## src/core/rslh_regs.svh

```systemverilog
// Register offsets, field positions, reset values and revalidation multipliers of the block
`ifndef RSLH_REGS_SVH
`define RSLH_REGS_SVH

`define RSLH_ADDR_W 16
`define RSLH_DATA_W 8

`define RSLH_ADDR_PATH 16'h0005
`define RSLH_ADDR_BUF0 16'h000a
`define RSLH_ADDR_BUF1 16'h000b
`define RSLH_ADDR_BUF2 16'h000c
`define RSLH_ADDR_BUF3 16'h000d
`define RSLH_ADDR_BUF4 16'h000e
`define RSLH_ADDR_PRIO 16'h0014
`define RSLH_ADDR_LOSV 16'h0015
`define RSLH_ADDR_HEXIT 16'h0016
`define RSLH_ADDR_STAT 16'h0020

`define RSLH_BUF_EN_BIT 0
`define RSLH_MODE_TERM_BIT 1
`define RSLH_MODE_AC_BIT 2
`define RSLH_MODE_ECL_BIT 3
`define RSLH_MODE_HIZ_BIT 4

`define RSLH_PATH_LSB 0
`define RSLH_PRIO1_LSB 0
`define RSLH_PRIO2_LSB 2
`define RSLH_PRIO3_LSB 4
`define RSLH_PRIO4_LSB 6
`define RSLH_LOSV_LSB 0
`define RSLH_CRIT_LSB 0
`define RSLH_ACT_LSB 2

`define RSLH_RST_BUF 8'h00
`define RSLH_RST_PATH 8'h00
`define RSLH_RST_PRIO 8'he4
`define RSLH_RST_LOSV 8'h00
`define RSLH_RST_HEXIT 8'h00

`define RSLH_REVAL_ALONE 2'h2
`define RSLH_REVAL_SHARED 2'h3

`endif

```

## src/core/rslh_pkg.sv

```systemverilog
// Types and shared decode functions of the reference selection block
package rslh_pkg;

  typedef enum logic {RSLH_TRACK, RSLH_HOLD} rslh_state_e;

  typedef enum logic [1:0] {
    RSLH_ACT_RESET_DIV = 2'h0,
    RSLH_ACT_NONE_A = 2'h1,
    RSLH_ACT_NONE_B = 2'h2,
    RSLH_ACT_ASSIST = 2'h3
  } rslh_action_e;

  // Hysteresis code to common-multiple cycles: 0 none, else 2^code
  function automatic logic [7:0] hyst_cycles(input logic [2:0] code);
    logic [7:0] v;
    v = 8'h00;
    if (code != 3'h0) begin
      v = 8'h01 << code;
    end
    return v;
  endfunction

  // Walk the four priority fields; first input present in mask wins
  function automatic logic [2:0] pick_ref(input logic [7:0] prio,
                                          input logic [3:0] mask);
    logic [2:0] r;
    logic [1:0] idx;
    r = 3'h0;
    for (int i = 3; i >= 0; i--) begin
      idx = prio[2*i +: 2];
      if (mask[idx]) begin
        r = {1'b1, idx};
      end
    end
    return r;
  endfunction

endpackage

```

## src/core/rslh_ctrl.sv

```systemverilog
// Reference loop input selection, loss revalidation and holdover control
`timescale 1ns/100ps
`include "rslh_regs.svh"
module rslh_ctrl (
  input wire logic clk_sys,
  input wire logic rst_n,
  input wire logic reg_wr_en,
  input wire logic reg_rd_en,
  input wire logic [`RSLH_ADDR_W-1:0] reg_addr,
  input wire logic [`RSLH_DATA_W-1:0] reg_wdata,
  output logic [`RSLH_DATA_W-1:0] reg_rdata,
  output logic reg_rd_valid,
  input wire logic [3:0] ref_present,
  input wire logic lcm_tick,
  input wire logic phase_error_zero,
  output logic [4:0] buf_enable,
  output logic [4:0] buf_termination,
  output logic [4:0] buf_ac_coupled,
  output logic [4:0] buf_ecl_mode,
  output logic [4:0] buf_high_z,
  output logic [3:0] ref_path_enable,
  output logic [3:0] signal_loss,
  output logic [1:0] selected_ref,
  output logic ref_valid,
  output logic holdover_active,
  output logic divider_reset,
  output logic converter_assist
);

  logic [7:0] buf_reg [0:4];
  logic [7:0] buf_next [0:4];
  logic [7:0] path_reg;
  logic [7:0] path_next;
  logic [7:0] prio_reg;
  logic [7:0] prio_next;
  logic [7:0] losv_reg;
  logic [7:0] losv_next;
  logic [7:0] hexit_reg;
  logic [7:0] hexit_next;
  logic [7:0] rdata_reg;
  logic [7:0] rdata_next;
  logic rd_valid_reg;
  logic rd_valid_next;
  logic [7:0] status;

  logic [4:0] buf_en_reg;
  logic [4:0] buf_term_reg;
  logic [4:0] buf_ac_reg;
  logic [4:0] buf_ecl_reg;
  logic [4:0] buf_hiz_reg;
  logic [4:0] buf_en_next;
  logic [4:0] buf_term_next;
  logic [4:0] buf_ac_next;
  logic [4:0] buf_ecl_next;
  logic [4:0] buf_hiz_next;

  logic [3:0] present_s;
  logic [3:0] loss_w;
  logic [3:0] path_en;
  logic [2:0] pick_ok;
  logic [2:0] pick_raw;
  logic [1:0] crit;
  logic [1:0] act;
  logic exit_now;

  rslh_pkg::rslh_state_e state_reg;
  rslh_pkg::rslh_state_e state_next;
  logic [1:0] sel_reg;
  logic [1:0] sel_next;
  logic valid_reg;
  logic valid_next;
  logic hold_reg;
  logic hold_next;
  logic divrst_reg;
  logic divrst_next;
  logic assist_reg;
  logic assist_next;

  // Map a bus address to a register slot; unmapped gives 4'hf
  function automatic logic [3:0] reg_slot(
      input logic [`RSLH_ADDR_W-1:0] a);
    logic [3:0] s;
    s = 4'hf;
    case (a)
      `RSLH_ADDR_BUF0: s = 4'h0;
      `RSLH_ADDR_BUF1: s = 4'h1;
      `RSLH_ADDR_BUF2: s = 4'h2;
      `RSLH_ADDR_BUF3: s = 4'h3;
      `RSLH_ADDR_BUF4: s = 4'h4;
      `RSLH_ADDR_PATH: s = 4'h5;
      `RSLH_ADDR_PRIO: s = 4'h6;
      `RSLH_ADDR_LOSV: s = 4'h7;
      `RSLH_ADDR_HEXIT: s = 4'h8;
      `RSLH_ADDR_STAT: s = 4'h9;
      default: s = 4'hf;
    endcase
    return s;
  endfunction

  // Register writes; reserved bits are kept as written
  always_comb begin
    for (int i = 0; i < 5; i++) begin
      buf_next[i] = buf_reg[i];
    end
    path_next = path_reg;
    prio_next = prio_reg;
    losv_next = losv_reg;
    hexit_next = hexit_reg;
    if (reg_wr_en) begin
      case (reg_slot(reg_addr))
        4'h0: buf_next[0] = reg_wdata;
        4'h1: buf_next[1] = reg_wdata;
        4'h2: buf_next[2] = reg_wdata;
        4'h3: buf_next[3] = reg_wdata;
        4'h4: buf_next[4] = reg_wdata;
        4'h5: path_next = reg_wdata;
        4'h6: prio_next = reg_wdata;
        4'h7: losv_next = reg_wdata;
        4'h8: hexit_next = reg_wdata;
        default: path_next = path_reg;
      endcase
    end
  end

  // Buffer control fields driven from flops
  always_comb begin
    for (int i = 0; i < 5; i++) begin
      buf_en_next[i] = buf_next[i][`RSLH_BUF_EN_BIT];
      buf_term_next[i] = buf_next[i][`RSLH_MODE_TERM_BIT];
      buf_ac_next[i] = buf_next[i][`RSLH_MODE_AC_BIT];
      buf_ecl_next[i] = buf_next[i][`RSLH_MODE_ECL_BIT];
      buf_hiz_next[i] = buf_next[i][`RSLH_MODE_HIZ_BIT];
    end
  end

  // Status and read data
  always_comb begin
    status = {valid_reg, hold_reg, sel_reg, loss_w};
    rd_valid_next = reg_rd_en;
    rdata_next = rdata_reg;
    if (reg_rd_en) begin
      case (reg_slot(reg_addr))
        4'h0: rdata_next = buf_reg[0];
        4'h1: rdata_next = buf_reg[1];
        4'h2: rdata_next = buf_reg[2];
        4'h3: rdata_next = buf_reg[3];
        4'h4: rdata_next = buf_reg[4];
        4'h5: rdata_next = path_reg;
        4'h6: rdata_next = prio_reg;
        4'h7: rdata_next = losv_reg;
        4'h8: rdata_next = hexit_reg;
        4'h9: rdata_next = status;
        default: rdata_next = 8'h00;
      endcase
    end
  end

  always_ff @(posedge clk_sys) begin
    if (!rst_n) begin
      for (int i = 0; i < 5; i++) begin
        buf_reg[i] <= `RSLH_RST_BUF;
      end
      path_reg <= `RSLH_RST_PATH;
      prio_reg <= `RSLH_RST_PRIO;
      losv_reg <= `RSLH_RST_LOSV;
      hexit_reg <= `RSLH_RST_HEXIT;
      rdata_reg <= 8'h00;
      rd_valid_reg <= 1'b0;
      buf_en_reg <= 5'h00;
      buf_term_reg <= 5'h00;
      buf_ac_reg <= 5'h00;
      buf_ecl_reg <= 5'h00;
      buf_hiz_reg <= 5'h00;
    end else begin
      for (int i = 0; i < 5; i++) begin
        buf_reg[i] <= buf_next[i];
      end
      path_reg <= path_next;
      prio_reg <= prio_next;
      losv_reg <= losv_next;
      hexit_reg <= hexit_next;
      rdata_reg <= rdata_next;
      rd_valid_reg <= rd_valid_next;
      buf_en_reg <= buf_en_next;
      buf_term_reg <= buf_term_next;
      buf_ac_reg <= buf_ac_next;
      buf_ecl_reg <= buf_ecl_next;
      buf_hiz_reg <= buf_hiz_next;
    end
  end

  rslh_sync2 u_sync (
    .clk_sys(clk_sys),
    .rst_n(rst_n),
    .async_in(ref_present),
    .sync_out(present_s)
  );

  // One revalidation timer per reference input
  for (genvar g = 0; g < 4; g++) begin : g_los
    rslh_los_timer u_timer (
      .clk_sys(clk_sys),
      .rst_n(rst_n),
      .present(present_s[g]),
      .lcm_tick(lcm_tick),
      .hyst_code(losv_reg[`RSLH_LOSV_LSB +: 3]),
      .other_loss(|(loss_w & ~(4'h1 << g))),
      .signal_loss(loss_w[g])
    );
  end

  // Priority selection and holdover state machine
  always_comb begin
    path_en = path_reg[`RSLH_PATH_LSB +: 4];
    pick_ok = rslh_pkg::pick_ref(prio_reg,
      path_en & ~loss_w);
    pick_raw = rslh_pkg::pick_ref(prio_reg, path_en & present_s);
    crit = hexit_reg[`RSLH_CRIT_LSB +: 2];
    act = hexit_reg[`RSLH_ACT_LSB +: 2];
    case (crit)
      2'h1: exit_now = pick_ok[2] && phase_error_zero;
      2'h3: exit_now = pick_raw[2];
      default: exit_now = pick_ok[2];
    endcase
    state_next = state_reg;
    sel_next = sel_reg;
    divrst_next = 1'b0;
    assist_next = 1'b0;
    case (state_reg)
      rslh_pkg::RSLH_TRACK: begin
        if (pick_ok[2]) begin
          sel_next = pick_ok[1:0];
        end else if (crit == 2'h3 && pick_raw[2]) begin
          sel_next = pick_raw[1:0];
        end else begin
          state_next = rslh_pkg::RSLH_HOLD;
        end
      end
      rslh_pkg::RSLH_HOLD: begin
        if (exit_now) begin
          state_next = rslh_pkg::RSLH_TRACK;
          sel_next = pick_ok[2] ? pick_ok[1:0] : pick_raw[1:0];
          case (rslh_pkg::rslh_action_e'(act))
            rslh_pkg::RSLH_ACT_RESET_DIV: divrst_next = 1'b1;
            rslh_pkg::RSLH_ACT_ASSIST: assist_next = 1'b1;
            default: divrst_next = 1'b0;
          endcase
        end
      end
      default: state_next = rslh_pkg::RSLH_HOLD;
    endcase
    hold_next = (state_next == rslh_pkg::RSLH_HOLD);
    valid_next = !hold_next;
  end

  always_ff @(posedge clk_sys) begin
    if (!rst_n) begin
      state_reg <= rslh_pkg::RSLH_HOLD;
      sel_reg <= 2'h0;
      valid_reg <= 1'b0;
      hold_reg <= 1'b1;
      divrst_reg <= 1'b0;
      assist_reg <= 1'b0;
    end else begin
      state_reg <= state_next;
      sel_reg <= sel_next;
      valid_reg <= valid_next;
      hold_reg <= hold_next;
      divrst_reg <= divrst_next;
      assist_reg <= assist_next;
    end
  end

  assign reg_rdata = rdata_reg;
  assign reg_rd_valid = rd_valid_reg;
  assign buf_enable = buf_en_reg;
  assign buf_termination = buf_term_reg;
  assign buf_ac_coupled = buf_ac_reg;
  assign buf_ecl_mode = buf_ecl_reg;
  assign buf_high_z = buf_hiz_reg;
  assign ref_path_enable = path_reg[`RSLH_PATH_LSB +: 4];
  assign signal_loss = loss_w;
  assign selected_ref = sel_reg;
  assign ref_valid = valid_reg;
  assign holdover_active = hold_reg;
  assign divider_reset = divrst_reg;
  assign converter_assist = assist_reg;

endmodule // rslh_ctrl

```

## src/core/rslh_sync2.sv

```systemverilog
// Two-flop synchroniser for the reference presence pins
`timescale 1ns/100ps
module rslh_sync2 (
  input wire logic clk_sys,
  input wire logic rst_n,
  input wire logic [3:0] async_in,
  output logic [3:0] sync_out
);

  logic [3:0] meta_reg;
  logic [3:0] meta_next;
  logic [3:0] sync_reg;
  logic [3:0] sync_next;

  always_comb begin
    meta_next = async_in;
    sync_next = meta_reg;
  end

  always_ff @(posedge clk_sys) begin
    if (!rst_n) begin
      meta_reg <= 4'h0;
      sync_reg <= 4'h0;
    end else begin
      meta_reg <= meta_next;
      sync_reg <= sync_next;
    end
  end

  assign sync_out = sync_reg;

endmodule // rslh_sync2

```

## src/core/rslh_los_timer.sv

```systemverilog
// Per-input signal loss flag with revalidation hysteresis
`timescale 1ns/100ps
`include "rslh_regs.svh"
module rslh_los_timer (
  input wire logic clk_sys,
  input wire logic rst_n,
  input wire logic present,
  input wire logic lcm_tick,
  input wire logic [2:0] hyst_code,
  input wire logic other_loss,
  output logic signal_loss
);

  logic loss_reg;
  logic loss_next;
  logic [9:0] cnt_reg;
  logic [9:0] cnt_next;
  logic [9:0] target;
  logic [1:0] mult;

  always_comb begin
    mult = other_loss ? `RSLH_REVAL_SHARED : `RSLH_REVAL_ALONE;
    target = 10'(rslh_pkg::hyst_cycles(hyst_code)) * 10'(mult);
    loss_next = loss_reg;
    cnt_next = cnt_reg;
    if (!present) begin
      loss_next = 1'b1;
      cnt_next = 10'h000;
    end else if (loss_reg) begin
      if (hyst_code == 3'h0) begin
        loss_next = 1'b0;
      end else if (lcm_tick) begin
        cnt_next = cnt_reg + 10'h001;
        if (cnt_next >= target) begin
          loss_next = 1'b0;
          cnt_next = 10'h000;
        end
      end
    end else begin
      cnt_next = 10'h000;
    end
  end

  always_ff @(posedge clk_sys) begin
    if (!rst_n) begin
      loss_reg <= 1'b1;
      cnt_reg <= 10'h000;
    end else begin
      loss_reg <= loss_next;
      cnt_reg <= cnt_next;
    end
  end

  assign signal_loss = loss_reg;

endmodule // rslh_los_timer

```

## config.mk

```make
export PLATFORM = sky130hd
export DESIGN_NAME = rslh_ctrl
export DESIGN_NICKNAME = d
export VERILOG_FILES = /design/src/core/rslh_pkg.sv /design/src/core/rslh_ctrl.sv /design/src/core/rslh_sync2.sv /design/src/core/rslh_los_timer.sv
export VERILOG_INCLUDE_DIRS = /design/src /design/src/core
export SDC_FILE = /design/constraint.sdc
export NUM_CORES = 1
export LEC_CHECK = 0
export BUFFER_PORTS_ARGS = -buffer_cell sky130_fd_sc_hd__buf_2
export CAP_MARGIN = 20
export CORE_ASPECT_RATIO = 1.4
export CORE_MARGIN = 2
export CORE_UTILIZATION = 67
export CTS_BUF_LIST = sky130_fd_sc_hd__clkbuf_4
export CTS_CLUSTER_SIZE = 30
export DETAILED_ROUTE_END_ITERATION = 7
export PLACE_DENSITY_LB_ADDON = 0.08
export SKIP_CTS_REPAIR_TIMING = 1
export SLEW_MARGIN = 10
export SYNTH_ARGS = -nofsm -noshare
export SYNTH_HDL_FRONTEND = slang
export SYNTH_SLANG_ARGS = --single-unit
```

## constraint.sdc

```tcl
create_clock -name clk_sys -period 5.3 [get_ports clk_sys]
set_input_delay 0.53 -clock clk_sys [delete_from_list [all_inputs] [get_ports clk_sys]]
set_output_delay 0.53 -clock clk_sys [all_outputs]
set_load 0.005 [all_outputs]
```

### Word level (Yosys, flattened, before mapping)

Memories as Yosys holds them, arrays and structs flattened.
Index checks and enable logic that the tools add are counted.

* output and inout port bits: 48
* bits in writable memories: 40
* flip-flop bits (word level): 124
* bits of input ports: 34
* memories: 1

* order comparisons: 8
* multipliers: 4
* $add $sub $neg: 4
* shifts and indexed selects: 1
* equality and inequality tests: 32
* muxes and demuxes: 78
* bitwise gates (word level): 10
* reduce and logical (&&, ||, !) cells: 27

Memory list
* buf_reg: depth 5, width 8, rd ports 5, clocked after Yosys merged registers in 0, wr ports 5, RTL line rslh_ctrl.sv:30 `logic [7:0] buf_reg [0:4];`

Operators by type and width (count)
* 2-to-1 mux 8 bit: 11
* equality test 16 x 4 -> 1 bit (second input constant): 5
* case mux 8 bit (10 select lines): 1
* equality test 16 x 5 -> 1 bit (second input constant): 3
* adder 10 x 1 -> 10 bit (second input constant): 4
* greater-or-equal comparator 10 bit: 4
* multiplier 8 x 2 -> 10 bit: 4
* 2-to-1 mux 10 bit: 4
* 2-to-1 mux 40 bit: 1
* case mux 4 bit (10 select lines): 1
* 2-to-1 mux 1 bit: 35
* equality test 4 x 3 -> 1 bit (second input constant): 8
* 2-to-1 mux 3 bit: 8
* AND reduction 2 bit: 10
* binary-select mux 1 bit (select 2 bit): 8
* equality test 16 x 3 -> 1 bit (second input constant): 1
* equality test 16 x 6 -> 1 bit (second input constant): 1
* equality test 4 x 2 -> 1 bit (second input constant): 4
* AND reduction 3 bit: 5
* equality test 4 bit (second input constant): 3
* < comparator 2 x 3 -> 1 bit (second input constant): 4
* OR reduction 3 bit: 4
* bitwise AND 4 bit: 2
* equality test 4 x 1 -> 1 bit (second input constant): 2
* 18 further kinds: 31

### Logic depth before layout (Yosys ltp)

* depth after elaboration: 13
* mapped depth: 18

### Hierarchy

A second synthesis with hierarchy kept.

* cells, all modules: 1185
* area, all modules: 9733.1 um2

By module, submodules not included
* rslh_ctrl: cells an instance 593, instances 1, area each 4949.7 um2
* rslh_los_timer at g_los[0].u_timer ...: cells an instance 148, instances 2, area each 1151.1 um2
* rslh_los_timer at g_los[3].u_timer: cells an instance 147, instances 1, area each 1168.6 um2
* rslh_los_timer at g_los[2].u_timer: cells an instance 133, instances 1, area each 1102.3 um2
* rslh_sync2: cells an instance 16, instances 1, area each 210.2 um2

### Worst setup path before layout

OpenSTA, ideal clock, no wires.

* path kind: register to register
* from: register losv_reg[2]
* to: register g_los[2].u_timer.cnt_reg[2]
* arrival time: 3419 ps
* path buffers: 2
* period minus slack after synthesis: 3481 ps
* library setup time: 62 ps
* setup slack: 1819 ps
* cell stages (with the launch flop): 16
* data required time: 5238 ps
* cell sequence: dfxtp_1 > clkbuf_1 > or3b_2 > nor2_1 > ha_1 > a31o_2 > a21o_1 > a21oi_1 > xor2_1 > ha_1 > a21o_1 > a21o_1 > a21oi_1 > and2_1 > clkbuf_1 > a32o_1

* longest elaborated chain between the ends: 5
* elaborated cells between the ends (all ways): 9

Ends and longest elaborated chain
* from (decl): RTL line rslh_ctrl.sv:36 `logic [7:0] losv_reg;`
* from (signal assigned): RTL line rslh_ctrl.sv:165 `` losv_reg <= `RSLH_RST_LOSV; ``
* from (signal assigned): RTL line rslh_ctrl.sv:180 `losv_reg <= losv_next;`
* nonzero test 3 bit / << shifter 1 x 3 -> 8 bit (equally long branches): RTL line rslh_pkg.sv:17, rslh_pkg.sv:18
* 2-to-1 mux 8 bit: RTL line rslh_pkg.sv:17 `if (code != 3'h0) begin`
* multiplier 8 x 2 -> 10 bit: RTL line rslh_los_timer.sv:23 `target = 10'(rslh_pkg::hyst_cycles(hyst_code)) * 10'(mult);`
* greater-or-equal comparator 10 bit: RTL line rslh_los_timer.sv:34 `if (cnt_next >= target) begin`
* 2-to-1 mux 10 bit: RTL line rslh_los_timer.sv:34
* to (signal assigned): RTL line rslh_los_timer.sv:50 `cnt_reg <= cnt_next;`
* to (decl): RTL line rslh_los_timer.sv:16 `logic [9:0] cnt_reg;`

Parallel ways exist; a longest one is shown, timed or not.
A chain may end at the register's enable or synchronous reset.

### Final worst setup path

* from: register g_los[2].u_timer.loss_reg
* to: register g_los[0].u_timer.cnt_reg[3]

* longest elaborated chain between the ends: 5

Ends and longest elaborated chain
* from (decl): RTL line rslh_los_timer.sv:14 `logic loss_reg;`
* from (signal assigned): RTL line rslh_los_timer.sv:49 `loss_reg <= loss_next;`
* OR reduction 3 bit: RTL line rslh_ctrl.sv:207 `.other_loss(|(loss_w & ~(4'h1 << g))),`
* 2-to-1 mux 1 bit (no source line)
* multiplier 8 x 2 -> 10 bit: RTL line rslh_los_timer.sv:23
* greater-or-equal comparator 10 bit: RTL line rslh_los_timer.sv:34
* 2-to-1 mux 10 bit: RTL line rslh_los_timer.sv:34
* to (signal assigned): RTL line rslh_los_timer.sv:50
* to (decl): RTL line rslh_los_timer.sv:16

Every way passes these cells.

==> results.toml <==
[status]
outcome = "complete, no violations"

[pwr]
ir_drop_uv = 195
p_leak_uw = 0.00398
powerDensity_nw_per_um2 = 191

[sta]
period_share = 0.695
hold_ws_ps = 162
slew_viol_final = 0
rsz0062_at_grt = "no"
max_slew_margin = 0.377
tightest_slew_ps = 933
clock.fmax_mhz = 271
min_period_ps = 3680
hold_viol_final = 0
setup_violations = 0
tns_ps = 0
setup_slack_ps = 1620
fin_worst_skew_ps = 26.7

[critical_path]
r2r_slack_ps = 1620
rr_worst_depth = 16
cp_common_cell = "a21oi_1"
cp_top_family = "simple AND/OR/NAND/NOR gates"
critPathMaxFanout = 8
crit_type = "flop to flop"
slowest_stage = "nor3_1"
cp.required_ps = 5800
start_kind = "flop"
cp.arrival_ps = 4180
crit_path_max_incr_delay_ps = 690
path_cells = "nor3_1 > nor2_1 > ha_1 > ha_1 > a21oi_1 > nor2_1 > nor2_1 > o21bai_1 > a21oi_1 > xnor2_1 > ha_1 > a21oi_1 > nand2_1 > a21oi_1 > and2_1 > a32o_1"
r2r_start = "g_los[2].u_timer.signal_loss"
cp-end-kind = "flop"
cp_num_buf_inv = 0
r2r-end = "g_los[0].u_timer.cnt_reg[3]"

[clock_tree]
cts-root-to-sink-buffers = 2
clk_pin_slew_worst_paths_ps = 150
cts_buffers = 17
clk_latency_ps = 570
cts_tree = "yes"
clockRootBuffer = "clkbuf_4"
htreeDepth = 4
clock_sinks = 139

[yosys]
yosysTopAreaCellShare = 0.310
synthesis.area_um2 = 8970
yosysMostFrequentCell = "dfxtp_1"
synth-seq-area-share = 0.310
yosysTopAreaCell = "dfxtp_1"
synthArstFlopShare = 0
synth.top_cells.by_count = "139 x dfxtp_1, 99 x nor2_1, 92 x nand2_1"
synth.area.top_cells = "dfxtp_1 31%, ha_1 8.9%, mux2i_1 6.8%"
ys_warn_count = 0
yosysUniqueCellTypes = 74
synth-seq-cells = 139
syn_nets = 1146
synth.avg_cell_area_um2 = 8.56
syn_inst = 1048
synth_enable_flop_cells = 0
ys.flop_type = "dfxtp_1"

[routing]
firstDrtPassIters = 6
via_per_inst = 6.20
route.met3.wl_um = 1100
highest_layer = "met4"
wirelength_um = 22800
ant_nets = 0
route.met2.wl_um = 11900
drc = 0
dr.first_iter.drc_count = 502
avgRoutedWirePerCell_um = 18.1
vias = 7813
met1_length_um = 8480

[layout]
drive_above_1_share = 0.142
final_area_um2 = 9380
fillers = 1127
multi_input_area_um2 = 5540
syn_to_final_growth_pct = 4.60
finalNetCount = 1163
largest_register_ffs = 40
regArea_um2 = 2780

[placed_design]
placed_area_um2 = 9100
place_congestion = 0.938
port_buffers = 81
pre_cts_slack_ps = 1700
dpl.hpwl_um = 17000

[grt]
grt_pass1_vias = 7407
antenna_found_initial = 1
grt_util_all_layers = 0.322
gr-total-overflow = 0
grt_max_degree = 69
grt_pass1_wl_um = 36000

[floorplanning]
core_area_um2 = 13200
dieArea_um2 = 14300
die_h_um = 141
start_util = 0.680
io_pins = 82
fp.dieW_um = 102
std_cell_rows = 50

[worst_hold_path]
min_from = "ref_present[0]"
min_path_cells = 2
whs_endpoint = "u_sync.meta_reg[0]"
worstHoldPathType = "input pin to flop"

[run]
cap_violations = 0
[per-layer routing]
metal,GRT usage,vias up
li1,-,3781
met1,0.354,3694
met2,0.580,262
met3,0.0461,76
met4,0.176,0
met5,0,-
[placed cells by master, fill, tap and decap left out, types with 33 or more instances in the layout]
| master | netlist | final |
|---|---|---|
| o21ai_0 | 33 | 33 |
| xnor2_1 | 43 | 43 |
| mux2i_1 | 61 | 61 |
| nand3_1 | 83 | 83 |
| a21oi_1 | 63 | 63 |
| dfxtp_1 | 139 | 139 |
| nand2_1 | 92 | 92 |
| nor2_1 | 99 | 99 |
| buf_2 | 13 | 81 |
| ha_1 | 64 | 64 |
[per-stage QoR]
step                      power (µW)  std cells   util
final                           1790       1261  0.711
after floorplan                 1120       1048      -
after global placement          1150       1227  0.690
after detailed placement        1150       1227  0.690
after global routing            1850       1261  0.711
after CTS                       1800       1259  0.709
[layout make-up]
type / instances / share of cell area
diodes: 1 / 0.000267
clock buffers: 17 / 0.0136
clock inverters: 15 / 0.0137
inverters: 33 / 0.0132
multi-input cells: 788 / 0.590
flip-flops and latches: 139 / 0.297
well taps: 182 / 0.0243
repair buffers: 86 / 0.0485
[logic make-up (layout without fill, tap and decap cells)]
family                   Yosys count  after routing  share of synthesized area
adder cells (fa/ha/maj)           64             64                     0.0893
flip-flops                       139            139                      0.310
AND/OR/NAND/NOR                  377            377                      0.212
multiplexers                      72             72                     0.0894
AO/OA/AOI/OAI                    222            222                      0.174
buffers and inverters            121            151                     0.0735
XOR/XNOR                          53             53                     0.0517
other                              0              1                          0
[worst register-to-register path, stage by stage, from the launching register on]
cell      delay (ps)
dfxtp_1          420
nor3_1           690
nor2_1           100
ha_1             230
ha_1             200
a21oi_1          150
nor2_1            50
nor2_1           150
o21bai_1          80
a21oi_1          180
xnor2_1          140
ha_1             270
a21oi_1          150
nand2_1           60
a21oi_1          200
and2_1           350
a32o_1           210
[power breakdown]
part | switching [µW] | internal (µW)
combinational | 54.0 | 22.8
clock | 455 | 203
sequential | 5.25 | 1050
total | 514 | 1270
[worst max-delay path by stage]
stage,from,end,cells past startpoint
after CTS,losv_reg[2],g_los[2].u_timer.cnt_reg[3],13
final,g_los[2].u_timer.signal_loss,g_los[0].u_timer.cnt_reg[3],16
after global placement,losv_reg[2],g_los[2].u_timer.cnt_reg[8],13
after detailed placement,losv_reg[2],g_los[2].u_timer.cnt_reg[5],13
after floorplan,losv_reg[2],g_los[2].u_timer.cnt_reg[2],15
after global routing,losv_reg[2],g_los[2].u_timer.cnt_reg[4],13
No activity file was read; power rests on OpenSTA's default activity.
